`src/rtl/iocs_pkg.sv`:
```
// package for the internal oscillator clock switch: offsets, encodings, timing
package iocs_pkg;

  // register byte offsets on the wishbone slave
  localparam logic [3:0] IOCS_CTRL_OFF = 4'h0;
  localparam logic [3:0] IOCS_STAT_OFF = 4'h4;

  // field positions
  localparam int IOCS_SEL_MSB   = 3;
  localparam int IOCS_STAT_LF   = 0;
  localparam int IOCS_STAT_MF   = 1;
  localparam int IOCS_STAT_HF   = 2;
  localparam int IOCS_STAT_BUSY = 4;

  // oscillator source indices
  localparam logic [1:0] IOCS_SRC_LF = 2'h0;
  localparam logic [1:0] IOCS_SRC_MF = 2'h1;
  localparam logic [1:0] IOCS_SRC_HF = 2'h2;

  // select codes at or above these come from the mid / high oscillator
  localparam logic [3:0] IOCS_SEL_MF_FIRST = 4'h1;
  localparam logic [3:0] IOCS_SEL_HF_FIRST = 4'h7;

  // values after reset: running from the low frequency oscillator
  localparam logic [3:0] IOCS_SEL_RESET  = 4'h0;
  localparam logic [2:0] IOCS_OSC_RESET  = 3'h1;

  // oscillator start-up delay
  localparam int IOCS_CLK_PERIOD_PS  = 8000;
  localparam int IOCS_STARTUP_NS     = 1000;
  localparam int IOCS_STARTUP_CYCLES =
    (IOCS_STARTUP_NS * 1000 + IOCS_CLK_PERIOD_PS - 1) / IOCS_CLK_PERIOD_PS;

  typedef enum logic [4:0] {
    IOCS_IDLE      = 5'b00001,
    IOCS_START     = 5'b00010,
    IOCS_WAIT_FALL = 5'b00100,
    IOCS_HOLD_LOW  = 5'b01000,
    IOCS_UPDATE    = 5'b10000
  } iocs_state_t;

endpackage

```
`src/rtl/iocs_clock_switch.sv`:
```
// glitch-free switch of the system clock between three internal oscillators
`timescale 1ns/10ps
//
// Overview of operation
// - A write that changes the four-bit frequency select field starts a new selection sequence.
// - If the chosen oscillator is stopped, it is started and its start-up delay is waited out.
// - With the new oscillator ready, the switch waits for a falling edge of the current clock.
// - After that falling edge the system clock is held low until the new oscillator rises after a falling edge of its own.
// - On that rising edge the new oscillator becomes the active system clock source.
// - Only after the new clock is active is the status register updated and the switch done.
// - The status register shows for each of the three oscillators whether it is active.
// - A change between two selections of the same source takes effect with no start-up delay.
module iocs_clock_switch
  import iocs_pkg::*;
#(
  parameter int STARTUP_CYCLES = IOCS_STARTUP_CYCLES
)
(
  // clock and reset
  input  wire logic        core_clk,
  input  wire logic        rst,
  // wishbone slave
  input  wire logic        wb_cyc_i,
  input  wire logic        wb_stb_i,
  input  wire logic        wb_we_i,
  input  wire logic [3:0]  wb_adr_i,
  input  wire logic [3:0]  wb_sel_i,
  input  wire logic [31:0] wb_dat_i,
  output logic      [31:0] wb_dat_o,
  output logic             wb_ack_o,
  // oscillators: bit 0 low, bit 1 mid, bit 2 high
  input  wire logic [2:0]  osc_clk_in,
  input  wire logic [2:0]  osc_ready_in,
  output logic      [2:0]  osc_enable,
  output logic      [3:0]  freq_select_out,
  // switched system clock
  output logic             sys_clk_out
);

  localparam int CW = $clog2(STARTUP_CYCLES + 1);
  localparam logic [CW-1:0] CNT_LAST = CW'(STARTUP_CYCLES - 1);

  // pins from the oscillators are asynchronous to core_clk
  logic [2:0] clk_meta;
  logic [2:0] clk_sync;
  logic [2:0] clk_prev;
  logic [2:0] rdy_meta;
  logic [2:0] rdy_sync;

  iocs_state_t state;
  iocs_state_t next_state;
  logic [1:0]    cur_src;
  logic [1:0]    next_cur_src;
  logic [1:0]    new_src;
  logic [1:0]    next_new_src;
  logic [3:0]    ctrl_sel;
  logic [3:0]    next_ctrl_sel;
  logic [3:0]    tgt_sel;
  logic [3:0]    next_tgt_sel;
  logic [3:0]    next_freq_select;
  logic [2:0]    status;
  logic [2:0]    next_status;
  logic [2:0]    next_osc_enable;
  logic [CW-1:0] cnt;
  logic [CW-1:0] next_cnt;
  logic          new_fall_seen;
  logic          next_new_fall_seen;
  logic          next_sys_clk;
  logic          next_ack;
  logic [31:0]   next_dat;

  logic [2:0] rise;
  logic [2:0] fall;
  logic [1:0] sel_src;

  function automatic logic [1:0] src_of(input logic [3:0] sel);
    logic [1:0] s;
    s = IOCS_SRC_LF;
    if (sel >= IOCS_SEL_HF_FIRST)
      s = IOCS_SRC_HF;
    else if (sel >= IOCS_SEL_MF_FIRST)
      s = IOCS_SRC_MF;
    return s;
  endfunction

  function automatic logic [2:0] onehot(input logic [1:0] s);
    return 3'(3'h1 << s);
  endfunction

  always_ff @(posedge core_clk)
  begin
    if (rst)
    begin
      clk_meta <= 3'h0;
      clk_sync <= 3'h0;
      clk_prev <= 3'h0;
      rdy_meta <= 3'h0;
      rdy_sync <= 3'h0;
    end
    else
    begin
      clk_meta <= osc_clk_in;
      clk_sync <= clk_meta;
      clk_prev <= clk_sync;
      rdy_meta <= osc_ready_in;
      rdy_sync <= rdy_meta;
    end
  end

  assign rise    = clk_sync & ~clk_prev;
  assign fall    = ~clk_sync & clk_prev;
  assign sel_src = src_of(ctrl_sel);

  always_comb
  begin
    next_state         = state;
    next_cur_src       = cur_src;
    next_new_src       = new_src;
    next_ctrl_sel      = ctrl_sel;
    next_tgt_sel       = tgt_sel;
    next_freq_select   = freq_select_out;
    next_status        = status;
    next_osc_enable    = osc_enable;
    next_cnt           = cnt;
    next_new_fall_seen = new_fall_seen;
    next_sys_clk       = clk_sync[cur_src];
    // single-cycle ack; unmapped offsets read zero and ignore writes
    next_ack = wb_cyc_i & wb_stb_i & ~wb_ack_o;
    next_dat = 32'h0;
    if (wb_cyc_i && wb_stb_i && !wb_ack_o)
    begin
      if (wb_we_i && wb_adr_i == IOCS_CTRL_OFF && wb_sel_i[0])
        next_ctrl_sel = wb_dat_i[IOCS_SEL_MSB:0];
      if (!wb_we_i && wb_adr_i == IOCS_CTRL_OFF)
        next_dat = {28'h0, ctrl_sel};
      if (!wb_we_i && wb_adr_i == IOCS_STAT_OFF)
      begin
        next_dat[IOCS_STAT_HF:IOCS_STAT_LF] = status;
        next_dat[IOCS_STAT_BUSY]            = (state != IOCS_IDLE);
      end
    end
    unique case (state)
      IOCS_IDLE:
      begin
        // a write of the same code starts nothing
        if (ctrl_sel != freq_select_out)
        begin
          if (sel_src == cur_src)
            next_freq_select = ctrl_sel;
          else
          begin
            // code latched here; later writes wait for the next round
            next_tgt_sel = ctrl_sel;
            next_new_src = sel_src;
            next_osc_enable[sel_src] = 1'b1;
            next_cnt = '0;
            if (osc_enable[sel_src] && rdy_sync[sel_src])
              next_state = IOCS_WAIT_FALL;
            else
              next_state = IOCS_START;
          end
        end
      end
      IOCS_START:
      begin
        // count only once the oscillator reports ready
        if (rdy_sync[new_src])
        begin
          if (cnt == CNT_LAST)
            next_state = IOCS_WAIT_FALL;
          else
            next_cnt = cnt + CW'(1);
        end
      end
      IOCS_WAIT_FALL:
      begin
        if (fall[cur_src])
        begin
          next_state         = IOCS_HOLD_LOW;
          next_new_fall_seen = 1'b0;
          next_sys_clk       = 1'b0;
        end
      end
      IOCS_HOLD_LOW:
      begin
        next_sys_clk = 1'b0;
        // a full low phase of the new clock keeps the output low phase honest
        if (fall[new_src])
          next_new_fall_seen = 1'b1;
        if (new_fall_seen && rise[new_src])
        begin
          next_cur_src     = new_src;
          next_sys_clk     = 1'b1;
          next_freq_select = tgt_sel;
          next_state       = IOCS_UPDATE;
        end
      end
      IOCS_UPDATE:
      begin
        // old oscillator is stopped only after the handover
        next_status     = onehot(cur_src);
        next_osc_enable = onehot(cur_src);
        next_state      = IOCS_IDLE;
      end
    endcase
  end

  always_ff @(posedge core_clk)
  begin
    if (rst)
    begin
      state           <= IOCS_IDLE;
      cur_src         <= IOCS_SRC_LF;
      new_src         <= IOCS_SRC_LF;
      ctrl_sel        <= IOCS_SEL_RESET;
      tgt_sel         <= IOCS_SEL_RESET;
      freq_select_out <= IOCS_SEL_RESET;
      status          <= IOCS_OSC_RESET;
      osc_enable      <= IOCS_OSC_RESET;
      cnt             <= '0;
      new_fall_seen   <= 1'b0;
      sys_clk_out     <= 1'b0;
      wb_ack_o        <= 1'b0;
      wb_dat_o        <= 32'h0;
    end
    else
    begin
      state           <= next_state;
      cur_src         <= next_cur_src;
      new_src         <= next_new_src;
      ctrl_sel        <= next_ctrl_sel;
      tgt_sel         <= next_tgt_sel;
      freq_select_out <= next_freq_select;
      status          <= next_status;
      osc_enable      <= next_osc_enable;
      cnt             <= next_cnt;
      new_fall_seen   <= next_new_fall_seen;
      sys_clk_out     <= next_sys_clk;
      wb_ack_o        <= next_ack;
      wb_dat_o        <= next_dat;
    end
  end
endmodule // iocs_clock_switch

```
`config.mk`:
```
export PLATFORM = sky130hd
export DESIGN_NAME = iocs_clock_switch
export DESIGN_NICKNAME = d
export VERILOG_FILES = /design/src/rtl/iocs_pkg.sv /design/src/rtl/iocs_clock_switch.sv
export SDC_FILE = /design/constraint.sdc
export NUM_CORES = 1
export LEC_CHECK = 0
export BUFFER_PORTS_ARGS = -buffer_cell sky130_fd_sc_hd__buf_4
export CORE_MARGIN = 2
export CORE_UTILIZATION = 45
export DETAILED_ROUTE_END_ITERATION = 8
export PLACE_DENSITY = 0.75
export SLEW_MARGIN = 20
export SYNTH_ARGS = -nofsm -noshare
export SYNTH_HDL_FRONTEND = slang
export SYNTH_SLANG_ARGS = --single-unit
export TNS_END_PERCENT = 1
```
`constraint.sdc`:
```
create_clock -name core_clk -period 1.9 [get_ports core_clk]
set_input_delay 0.19 -clock core_clk [delete_from_list [all_inputs] [get_ports core_clk]]
set_output_delay 0.19 -clock core_clk [all_outputs]
set_load 0.005 [all_outputs]
```
==> results of run 1 <==
timing repair:
action / 4_1_cts / 5_1_grt
pin swaps: 4 / 15
resized for setup: 8 / 17
setup endpoints to repair: 19 / 22
setup buffers: 0 / 4
final cells by class:
| type | count | area, µm² | share of cell area [%] |
|---|---|---|---|
| Multi-Input combinational cell | 235 | 1592 | 44.11 |
| Sequential cell | 57 | 1157 | 32.07 |
| Timing Repair Buffer | 73 | 563.0 | 15.60 |
| Clock buffer | 12 | 145.1 | 4.022 |
| Tap cell | 77 | 96.34 | 2.670 |
| Inverter | 10 | 37.54 | 1.040 |
| Clock inverter | 3 | 17.52 | 0.4854 |
registers in the layout, summed over array words and instances (netlist names), 3 cells and up:
| register | count |
|---|---|
| clk_sync | 3 |
| tgt_sel | 4 |
| clk_meta | 3 |
| ctrl_sel | 4 |
| rdy_sync | 3 |
| clk_prev | 3 |
| status | 3 |
| osc_enable | 3 |
| state | 5 |
| wb_dat_o | 5 |
| cnt | 7 |
| rdy_meta | 3 |
| freq_select_out | 4 |
per-layer routing:
metal / track usage (%) / up-vias
li1: - / 1208
met4: 10.41 / 0
met5: 0 / -
met1: 21.42 / 1158
met3: 4.352 / 15
met2: 29.09 / 86
how the worst max path moves through the flow:
stage                        startpoint                              end  slack [ns]  cells after the start
6_report          state[4]$_SDFFE_PP0P_              cnt[1]$_SDFFE_PP0P_       -0.03                      8
2_1_floorplan     state[2]$_SDFFE_PP0P_              cnt[3]$_SDFFE_PP0P_        0.01                      6
3_5_place_dp   ctrl_sel[0]$_SDFFE_PP0P_  freq_select_out[3]$_SDFFE_PP0P_       -0.09                      5
3_3_place_gp   ctrl_sel[2]$_SDFFE_PP0P_  freq_select_out[1]$_SDFFE_PP0P_       -0.03                      5
4_1_cts           state[2]$_SDFFE_PP0P_          new_src[0]$_SDFFE_PP0P_      0.0008                      7
5_1_grt           state[4]$_SDFFE_PP0P_              cnt[1]$_SDFFE_PP0P_        -0.1                      7
report_power, final:
part | internal (mW) | total (mW) | leakage, nW | switching [mW]
registers | 1.26 | 1.31 | 0.469 | 0.0488
clock network | 0.496 | 0.952 | 0.0822 | 0.455
logic | 0.569 | 1.15 | 0.976 | 0.584
total | 2.33 | 3.42 | 1.53 | 1.09
per-stage QoR:
stage               setup slack (ns)  utilization [%]
detailed placement          -0.08881            52.90
global placement            -0.03494            52.90
CTS                        0.0008307            55.91
floorplan                    0.01432                -
global route                -0.09999            57.48
finish                      -0.02924            57.48
cells by family (layout without fill, tap and decap cells):
| logic type | Yosys count | in the layout | synth area share, % |
|---|---|---|---|
| AND/OR/NAND/NOR | 125 | 125 | 24.12 |
| AO/OA/AOI/OAI | 58 | 58 | 16.02 |
| flip-flops | 57 | 57 | 39.70 |
| buffers and inverters | 54 | 98 | 10.88 |
| multiplexers | 19 | 19 | 7.053 |
| XOR/XNOR | 4 | 4 | 1.219 |
| adder cells (fa/ha/maj) | 2 | 2 | 0.8706 |
| other | 1 | 27 | 0.1305 |
layout by cell type, fill, tap and decap left out, types with 3 or more instances in the layout:
cell	Yosys	final
clkbuf_8	0	10
xnor2_1	4	4
and3_1	4	3
nand2b_1	3	3
nor2_1	38	37
nor3b_1	4	4
conb_1	1	27
a31oi_1	3	3
nor2b_1	14	14
dfxtp_2	0	7
a21o_1	4	4
buf_6	0	4
o21ai_0	12	10
a311oi_1	4	4
dfxtp_1	57	48
a22oi_1	3	3
mux2i_1	18	18
nand2_1	21	21
inv_1	10	10
buf_4	27	69
nand3_1	7	7
o21ai_1	1	3
nand4_1	7	7
a21oi_1	9	8
nor4_1	5	4
==> out/summary.txt, run 1 <==
Outcome -> complete, but fails checks
Failing checks -> negative setup slack
Pwr dens -> 947.0 nW/µm²
Area Overhead vs Synth -> 25.56%
Chip height -> 83.92 µm
Synth warn -> 0
Max Fclk -> 0.5183 GHz
Met2 routed WL -> 2.952 mm
ANT nets after route -> 0
Highest routed layer -> met4
Peak VDD IR -> 0.5455 mV
Hold EP -> rdy_meta[2]$_SDFF_PP0_
Residual DRC -> 0
Final setup fails -> 1
Crit path launch type -> flip-flop
WHS -> 0.05858 ns
Non-Filler Instances -> 467
Routed met1 length -> 2.665 mm
H-Tree Level Count -> 3
R2r endpoint -> cnt[1]$_SDFFE_PP0P_
Final wirelength -> 6.142 mm
Synth area leader -> dfxtp_1
Top post-synthesis cells by count -> dfxtp_1 (57), nor2_1 (38), buf_4 (27)
Crit Path Max Fanout -> 6
CP cell instances -> or3_4 -> or2_4 -> a311oi_4 -> buf_4 -> a211oi_4 -> buf_6 -> nand4_1 -> o31ai_2
Max-slew violation count -> 0
CP Class -> reg -> reg
Drt initial violations -> 224
Setup ws final -> -0.02924 ns
Final Hold Vio Count -> 0
Total number of vias -> 2,467
Main flop type after synthesis -> dfxtp_1
Sink Count -> 57
Leak -> 1.527 nW
#FFs+latches synth -> 57
DP Cell Count -> 448
EDFF count, synth -> 0
CP Data Required Time -> 2.12 ns
Setup_tns -> -0.02924 ns
Worst setup EP type -> flip-flop
Worst-path clk slew -> 0.06 ns
CTS Buf Count -> 9
Gr ovfl total -> 0
CP max stage cell -> or3_4
CP max stage delay -> 0.41 ns
Post-DP Area -> 3321 µm²
I/O pins -> 92
CP Data Arrival Time -> 2.15 ns
Drt wl/cell -> 13.15 µm
CTS tree -> done
Hold Path Origin -> osc_ready_in[2]
Top delay family on crit path -> simple AND/OR/NAND/NOR gates
Setup Skew -> 0.006752 ns
Tcrit/Tclk final -> 101.5%
Tot Pwr -> 3.417 mW
RSZ-0062 raised after global routing -> yes
Synthesized instance count -> 320
Hold_buf cts -> 0
FILL cells -> 547
Asr flop ratio synth -> 0%
Final instance area -> 3608 µm²
Hold path depth -> 2
Hpwl dp -> 4.520 mm
IO Port Bufs -> 33
Largest net degree at the start of global routing -> 32
Synth unique cells -> 60
R2r startpoint -> state[4]$_SDFFE_PP0P_
Number of global-route vias before repair -> 2,175
Drt first pass iters -> 4
Total of max-cap violations -> 0
Mean area per synthesized cell -> 8.981 µm²
Die X -> 83.92 µm
CTS Root Cell -> clkbuf_8
Top post-synthesis cells by area -> dfxtp_1 (40%), buf_4 (7.1%), mux2i_1 (6.3%), nor2_1 (5.0%), nor2b_1 (3.0%)
Gr usage total -> 17.88%
Clock buffer depth -> 2
Yosys top cell area share -> 39.70%
Antenna diode count -> 0
Row cnt -> 29
DR WL met3 -> 374 µm
Buf/Inv on CP -> 2
Core area -> 6277 µm²
Worst reg-to-reg path cell count -> 8
Via density -> 5.283
Clk Latency, worst-skew pair -> 0.34 ns
Final Wtd Congestion -> 0.8397
Sequential-to-total area share from yosys stat -> 39.70%
Layout cells sized above 1 -> 31.28%
Hold Path Class -> in -> reg
Tmin final -> 1.929 ns
Dominant cell by count in the synthesized netlist -> dfxtp_1
Starting Density -> 45.78%
Layout Nets -> 439
Cell area after synthesis -> 2874 µm²
R2R setup slack -> -0.03 ns
Die ar. -> 7042 µm²
First-pass GRT wire length -> 9.929 mm
Initial antenna violation count -> 0
Power figures use the tool's default switching activity.
==> run 2: changes to the inputs <==
--- a/config.mk
+++ b/config.mk
@@ -9,7 +9,7 @@
 export CORE_MARGIN = 2
 export CORE_UTILIZATION = 45
 export DETAILED_ROUTE_END_ITERATION = 8
-export PLACE_DENSITY = 0.75
+export PLACE_DENSITY = 0.72
 export SLEW_MARGIN = 20
 export SYNTH_ARGS = -nofsm -noshare
 export SYNTH_HDL_FRONTEND = slang
==> constraint.sdc (replaced) <==
create_clock -name core_clk -period 1.94 [get_ports core_clk]
set_input_delay 0.194 -clock core_clk [delete_from_list [all_inputs] [get_ports core_clk]]
set_output_delay 0.194 -clock core_clk [all_outputs]
set_load 0.005 [all_outputs]
==> out/summary.txt, run 2 (synthesis results as in run 1) <==
Placement Setup Slack -> -0.02744 ns (was -0.08881 ns)
RSZ-0062 raised after global routing -> yes (unchanged)
Number of global-route vias before repair -> 2,197 (was 2,175)
CTS tree -> done (unchanged)
Gr ovfl total -> 0 (unchanged)
Tot Pwr -> 3.360 mW (was 3.417 mW)
Hpwl dp -> 4.578 mm (was 4.520 mm)
Initial antenna violation count -> 0 (unchanged)
Worst-path clk slew -> 0.06 ns (about the same)
Max FFs per register -> 7 (unchanged)
Layout cells sized above 1 -> 29.56% (was 31.28%)
Pwr dens -> 941.0 nW/µm² (was 947.0 nW/µm²)
H-Tree Level Count -> 3 (unchanged)
Clock buffer depth -> 2 (unchanged)
Drt wl/cell -> 13.08 µm (was 13.15 µm)
Final wirelength -> 6.095 mm (was 6.142 mm)
CP Data Arrival Time -> 2.17 ns (was 2.15 ns)
Gr usage total -> 18.53% (was 17.88%)
Starting Density -> 45.78% (unchanged)
Via density -> 5.187 (was 5.283)
Total of max-cap violations -> 0 (unchanged)
Total number of vias -> 2,417 (was 2,467)
DP Cell Count -> 452 (was 448)
Antenna diode count -> 0 (unchanged)
Area Overhead vs Synth -> 24.25% (was 25.56%)
Core area -> 6277 µm² (unchanged)
Drt initial violations -> 131 (was 224)
Largest net degree at the start of global routing -> 30 (was 32)
CTS Buf Count -> 9 (unchanged)
Layout Nets -> 439 (unchanged)
Final core occ -> 56.89% (was 57.48%)
WHS -> 0.07073 ns (was 0.05858 ns)
Worst setup EP type -> flip-flop (unchanged)
Sink Count -> 57 (unchanged)
Leak -> 1.529 nW (was 1.527 nW)
Hold_buf cts -> 0 (unchanged)
CP Class -> reg -> reg (unchanged)
Non-Filler Instances -> 466 (was 467)
Max Fclk -> 0.5158 GHz (was 0.5183 GHz)
Clk Latency, worst-skew pair -> 0.34 ns (about the same)
CTS Root Cell -> clkbuf_8 (unchanged)
IO Port Bufs -> 33 (unchanged)
I/O pins -> 92 (unchanged)
Final instance area -> 3571 µm² (was 3608 µm²)
Die ar. -> 7042 µm² (unchanged)
Crit path launch type -> flip-flop (unchanged)
Commonest non-fill, non-tap cells in the layout -> buf_4 (71), dfxtp_1 (52), nor2_1 (38) (was buf_4 (69), dfxtp_1 (48), nor2_1 (37))
Hold Path Class -> in -> reg (unchanged)
Row cnt -> 29 (unchanged)
First-pass GRT wire length -> 10.35 mm (was 9.929 mm)
Most common cell after layout, fill and taps aside -> buf_4 (unchanged)
Final Wtd Congestion -> 0.8509 (was 0.8397)
Tmin final -> 1.939 ns (was 1.929 ns)
Max-slew violation count -> 0 (unchanged)
Setup Skew -> 0.004977 ns (was 0.006752 ns)
Final Hold Vio Count -> 0 (unchanged)
Residual DRC -> 0 (unchanged)
Setup_tns -> 0 ns (was -0.02924 ns)
Peak VDD IR -> 0.5612 mV (was 0.5455 mV)
Setup ws final -> 0.001435 ns (was -0.02924 ns)
Top Registers -> cnt x7, state x5, wb_dat_o x5 (unchanged)
ANT nets after route -> 0 (unchanged)
Chip height -> 83.92 µm (unchanged)
Post-DP Area -> 3367 µm² (was 3321 µm²)
Outcome -> finished, final reports clean (was complete, but fails checks)
Crit Path Max Fanout -> 7 (was 6)
Die X -> 83.92 µm (unchanged)
Final setup fails -> 0 (was 1)
Drt first pass iters -> 4 (unchanged)
CP Data Required Time -> 2.17 ns (was 2.12 ns)
Tcrit/Tclk final -> 99.93% (was 101.5%)
Largest reg by FF count -> cnt (unchanged)
==> run 2: changes by cell type in the layout (fill, tap and decap cells not counted), sizes merged <==
cell	before	now
clkbuf	12	11
==> run 2: path summary, 6_finish.rpt <==
kind                             from                endpoint  slack, ns  cells after the start
max          ctrl_sel[2]$_SDFFE_PP0P_     cnt[1]$_SDFFE_PP0P_      0.001                      8
min reg2reg    clk_meta[0]$_SDFF_PP0_  clk_sync[0]$_SDFF_PP0_       0.43                      1
max reg2reg  ctrl_sel[2]$_SDFFE_PP0P_     cnt[1]$_SDFFE_PP0P_      0.001                      8
min                     osc_clk_in[0]  clk_meta[0]$_SDFF_PP0_       0.07                      2
==> run 2: critical path, cell delays in order, from the launching register on <==
cell,delay (ns)
dfxtp_2,0.36
and3_1,0.21
or4_4,0.56
o211ai_2,0.13
a211oi_2,0.11
buf_4,0.17
buf_4,0.14
nand4_1,0.09
o31ai_2,0.06
==> run 2: layer usage <==
layer | global-route usage (%) | share of wire, % | vias up
met5 | 0 | 0 | -
met2 | 28.07 | 46 | 69
met1 | 24.09 | 47 | 1129
li1 | - | - | 1209
met3 | 6.528 | 5.2 | 10
met4 | 7.478 | 1.6 | 0
==> run 2: cell type report <==
cell class,count,area (µm²)
sequential,57,1147
clock buffer,11,151.4
timing repair buffer,73,573.1
tap,77,96.34
fill,553,2706
clock inverter,3,17.52
multi-input combinational,235,1548
inverter,10,37.54
==> run 2: repair_timing <==
action,in CTS,in global routing
setup endpoints to repair,7,15
gates resized for setup,4,6
setup buffers,0,0
pin swaps,1,6
hold endpoints to repair,0,0
==> run 2: power by group <==
group / internal (mW) / leakage, nW / switching (mW)
logic: 0.562 / 0.975 / 0.547
clock network: 0.513 / 0.0871 / 0.454
registers: 1.24 / 0.466 / 0.0463
==> run 3: changes to the inputs <==
--- a/config.mk
+++ b/config.mk
@@ -14,4 +14,3 @@
 export SYNTH_ARGS = -nofsm -noshare
 export SYNTH_HDL_FRONTEND = slang
 export SYNTH_SLANG_ARGS = --single-unit
-export TNS_END_PERCENT = 1
==> constraint.sdc (replaced) <==
create_clock -name core_clk -period 2.5 [get_ports core_clk]
set_input_delay 0.25 -clock core_clk [delete_from_list [all_inputs] [get_ports core_clk]]
set_output_delay 0.25 -clock core_clk [all_outputs]
set_load 0.005 [all_outputs]
==> out/summary.txt, run 3 (synthesis results as in run 1) <==
ANT nets after route -> 0 (unchanged)
Starting Density -> 45.78% (unchanged)
CTS Buf Count -> 9 (unchanged)
Crit Path Max Fanout -> 8 (was 7)
Sink Count -> 57 (unchanged)
Commonest non-fill, non-tap cells in the layout -> dfxtp_1 (57), nor2_1 (38), buf_4 (36) (was buf_4 (71), dfxtp_1 (52), nor2_1 (38))
H-Tree Level Count -> 3 (unchanged)
Non-Filler Instances -> 431 (was 466)
I/O pins -> 92 (unchanged)
Row cnt -> 29 (unchanged)
Final Hold Vio Count -> 0 (unchanged)
Clock power share -> 34.6% (was 28.8%)
Top Registers -> cnt x7, state x5, wb_dat_o x5 (unchanged)
Crit path launch type -> flip-flop (unchanged)
Drt first pass iters -> 4 (unchanged)
Largest net degree at the start of global routing -> 45 (was 30)
Final setup fails -> 0 (unchanged)
Layout Nets -> 402 (was 439)
Reg power frac -> 39.8% (was 38.2%)
Logic pwr share -> 25.6% (was 33.0%)
Leak -> 1.339 nW (was 1.529 nW)
IO Port Bufs -> 33 (unchanged)
Layout cells sized above 1 -> 19.49% (was 29.56%)
Placement Setup Slack -> 0.3170 ns (was -0.02744 ns)
NetSw -> 773.5 µW (was 1.048 mW)
Resized cells post-CTS -> 0 (was 4)
Setup Skew -> 0.007521 ns (was 0.004977 ns)
CTS tree -> done (unchanged)
Die ar. -> 7042 µm² (unchanged)
Largest reg by FF count -> cnt (unchanged)
Residual DRC -> 0 (unchanged)
First-pass GRT wire length -> 9.446 mm (was 10.35 mm)
CP max stage delay -> 0.43 ns (was 0.56 ns)
CP Data Required Time -> 2.72 ns (was 2.17 ns)
Most common cell after layout, fill and taps aside -> dfxtp_1 (was buf_4)
Via density -> 5.232 (was 5.187)
Core area -> 6277 µm² (unchanged)
Hold Path Class -> in -> reg (unchanged)
Setup Buffers After CTS -> 0 (unchanged)
Max FFs per register -> 7 (unchanged)
CP cell instances -> inv_1 -> ha_1 -> and4_1 -> a211oi_4 -> nor2_1 -> a211oi_2 -> o21ai_1 -> a31o_1 (was and3_1 -> or4_4 -> o211ai_2 -> a211oi_2 -> buf_4 -> buf_4 -> nand4_1 -> o31ai_2)
Worst-Margin Slew -> 0.5769 ns
Initial antenna violation count -> 0 (unchanged)
Tmin final -> 2.230 ns (was 1.939 ns)
Max-slew violation count -> 0 (unchanged)
FILL cells -> 616 (was 553)
CP Class -> reg -> reg (unchanged)
Die X -> 83.92 µm (unchanged)
Hold_buf cts -> 0 (unchanged)
Final wirelength -> 5.619 mm (was 6.095 mm)
CTS Root Cell -> clkbuf_8 (unchanged)
Int Power -> 1.758 mW (was 2.313 mW)
Worst-path clk slew -> 0.06 ns (about the same)
Antenna diode count -> 0 (unchanged)
Max Fclk -> 0.4483 GHz (was 0.5158 GHz)
Sw Share -> 30.56% (was 31.18%)
Gr ovfl total -> 0 (unchanged)
Clock buffer depth -> 2 (unchanged)
Final Wtd Congestion -> 0.8562 (was 0.8509)
Drt wl/cell -> 13.04 µm (was 13.08 µm)
Outcome -> finished, final reports clean (unchanged)
Clk Latency, worst-skew pair -> 0.34 ns (about the same)
Hpwl dp -> 4.011 mm (was 4.578 mm)
Total number of vias -> 2,255 (was 2,417)
Gr usage total -> 16.98% (was 18.53%)
Number of global-route vias before repair -> 2,037 (was 2,197)
Area Overhead vs Synth -> 13.76% (was 24.25%)
Pwr dens -> 774.2 nW/µm² (was 941.0 nW/µm²)
Total of max-cap violations -> 0 (unchanged)
Drt initial violations -> 96 (was 131)
Setup ws final -> 0.2695 ns (was 0.001435 ns)
DP Cell Count -> 415 (was 452)
Worst setup EP type -> flip-flop (unchanged)
Peak VDD IR -> 0.4074 mV (was 0.5612 mV)
Chip height -> 83.92 µm (unchanged)
RSZ-0062 raised after global routing -> no (was yes)
Tot Pwr -> 2.531 mW (was 3.360 mW)
CP Data Arrival Time -> 2.46 ns (was 2.17 ns)
Tcrit/Tclk final -> 89.22% (was 99.93%)
Rel. slew slack -> 61.22%
WHS -> 0.1193 ns (was 0.07073 ns)
Setup_tns -> 0 ns (unchanged)
CP max stage cell -> a211oi_2 (was or4_4)
-- run 3: power groups by stage --
stage | Sequential (mW) | Combinational [mW] | Clock, mW
3_5_place_dp | 1.03 | 0.645 | 0
6_report | 1.01 | 0.648 | 0.877
4_1_cts | 1.01 | 0.645 | 0.901
2_1_floorplan | 1.02 | 0.511 | 0
5_1_grt | 1.01 | 0.715 | 0.942
3_3_place_gp | 1.03 | 0.638 | 0
-- run 3: critical path: cells and delay by family, from the launching register on --
family                   cells  cell delay, ns
AO/OA/AOI/OAI                4            1.12
adder cells (fa/ha/maj)      1            0.20
buffers and inverters        1            0.07
flip-flops                   1            0.42
AND/OR/NAND/NOR              2            0.32
-- run 3: final timing paths --
| path | from | cells past startpoint | end | slack [ns] |
|---|---|---|---|---|
| worst min register to register | rdy_meta[0]$_SDFF_PP0_ | 1 | rdy_sync[0]$_SDFF_PP0_ | 0.43 |
| worst max-delay path | cnt[0]$_SDFFE_PP0P_ | 8 | cnt[2]$_SDFFE_PP0P_ | 0.27 |
| worst min-delay path | osc_ready_in[2] | 2 | rdy_meta[2]$_SDFF_PP0_ | 0.12 |
| worst max register to register | cnt[0]$_SDFFE_PP0P_ | 8 | cnt[2]$_SDFFE_PP0P_ | 0.27 |
-- run 3: final cells by class --
| type | count | area, µm² | share of cell area, % |
|---|---|---|---|
| flip-flops and latches | 57 | 1141 | 34.90 |
| clock inverters | 4 | 51.30 | 1.569 |
| repair buffers | 36 | 270.3 | 8.266 |
| clock buffers | 12 | 155.1 | 4.746 |
| multi-input cells | 235 | 1518 | 46.42 |
| well taps | 77 | 96.34 | 2.947 |
| inverters | 10 | 37.54 | 1.148 |
-- run 3: metal layers --
layer / part of all wire [%] / up-vias / global-route usage, %
met5: 0 / - / 0
met4: 1.6 / 0 / 7.918
met2: 47 / 53 / 26.55
met1: 46 / 1064 / 21.13
met3: 4.9 / 6 / 5.638
li1: - / 1132 / -
-- run 3: per-stage QoR --
step | utilization (%) | cell area, µm²
final | 52.08 | 3269
after global placement | 48.79 | 3063
after CTS | 52.08 | 3269
after detailed placement | 48.79 | 3063
after floorplan | - | 2972
after global routing | 52.08 | 3269
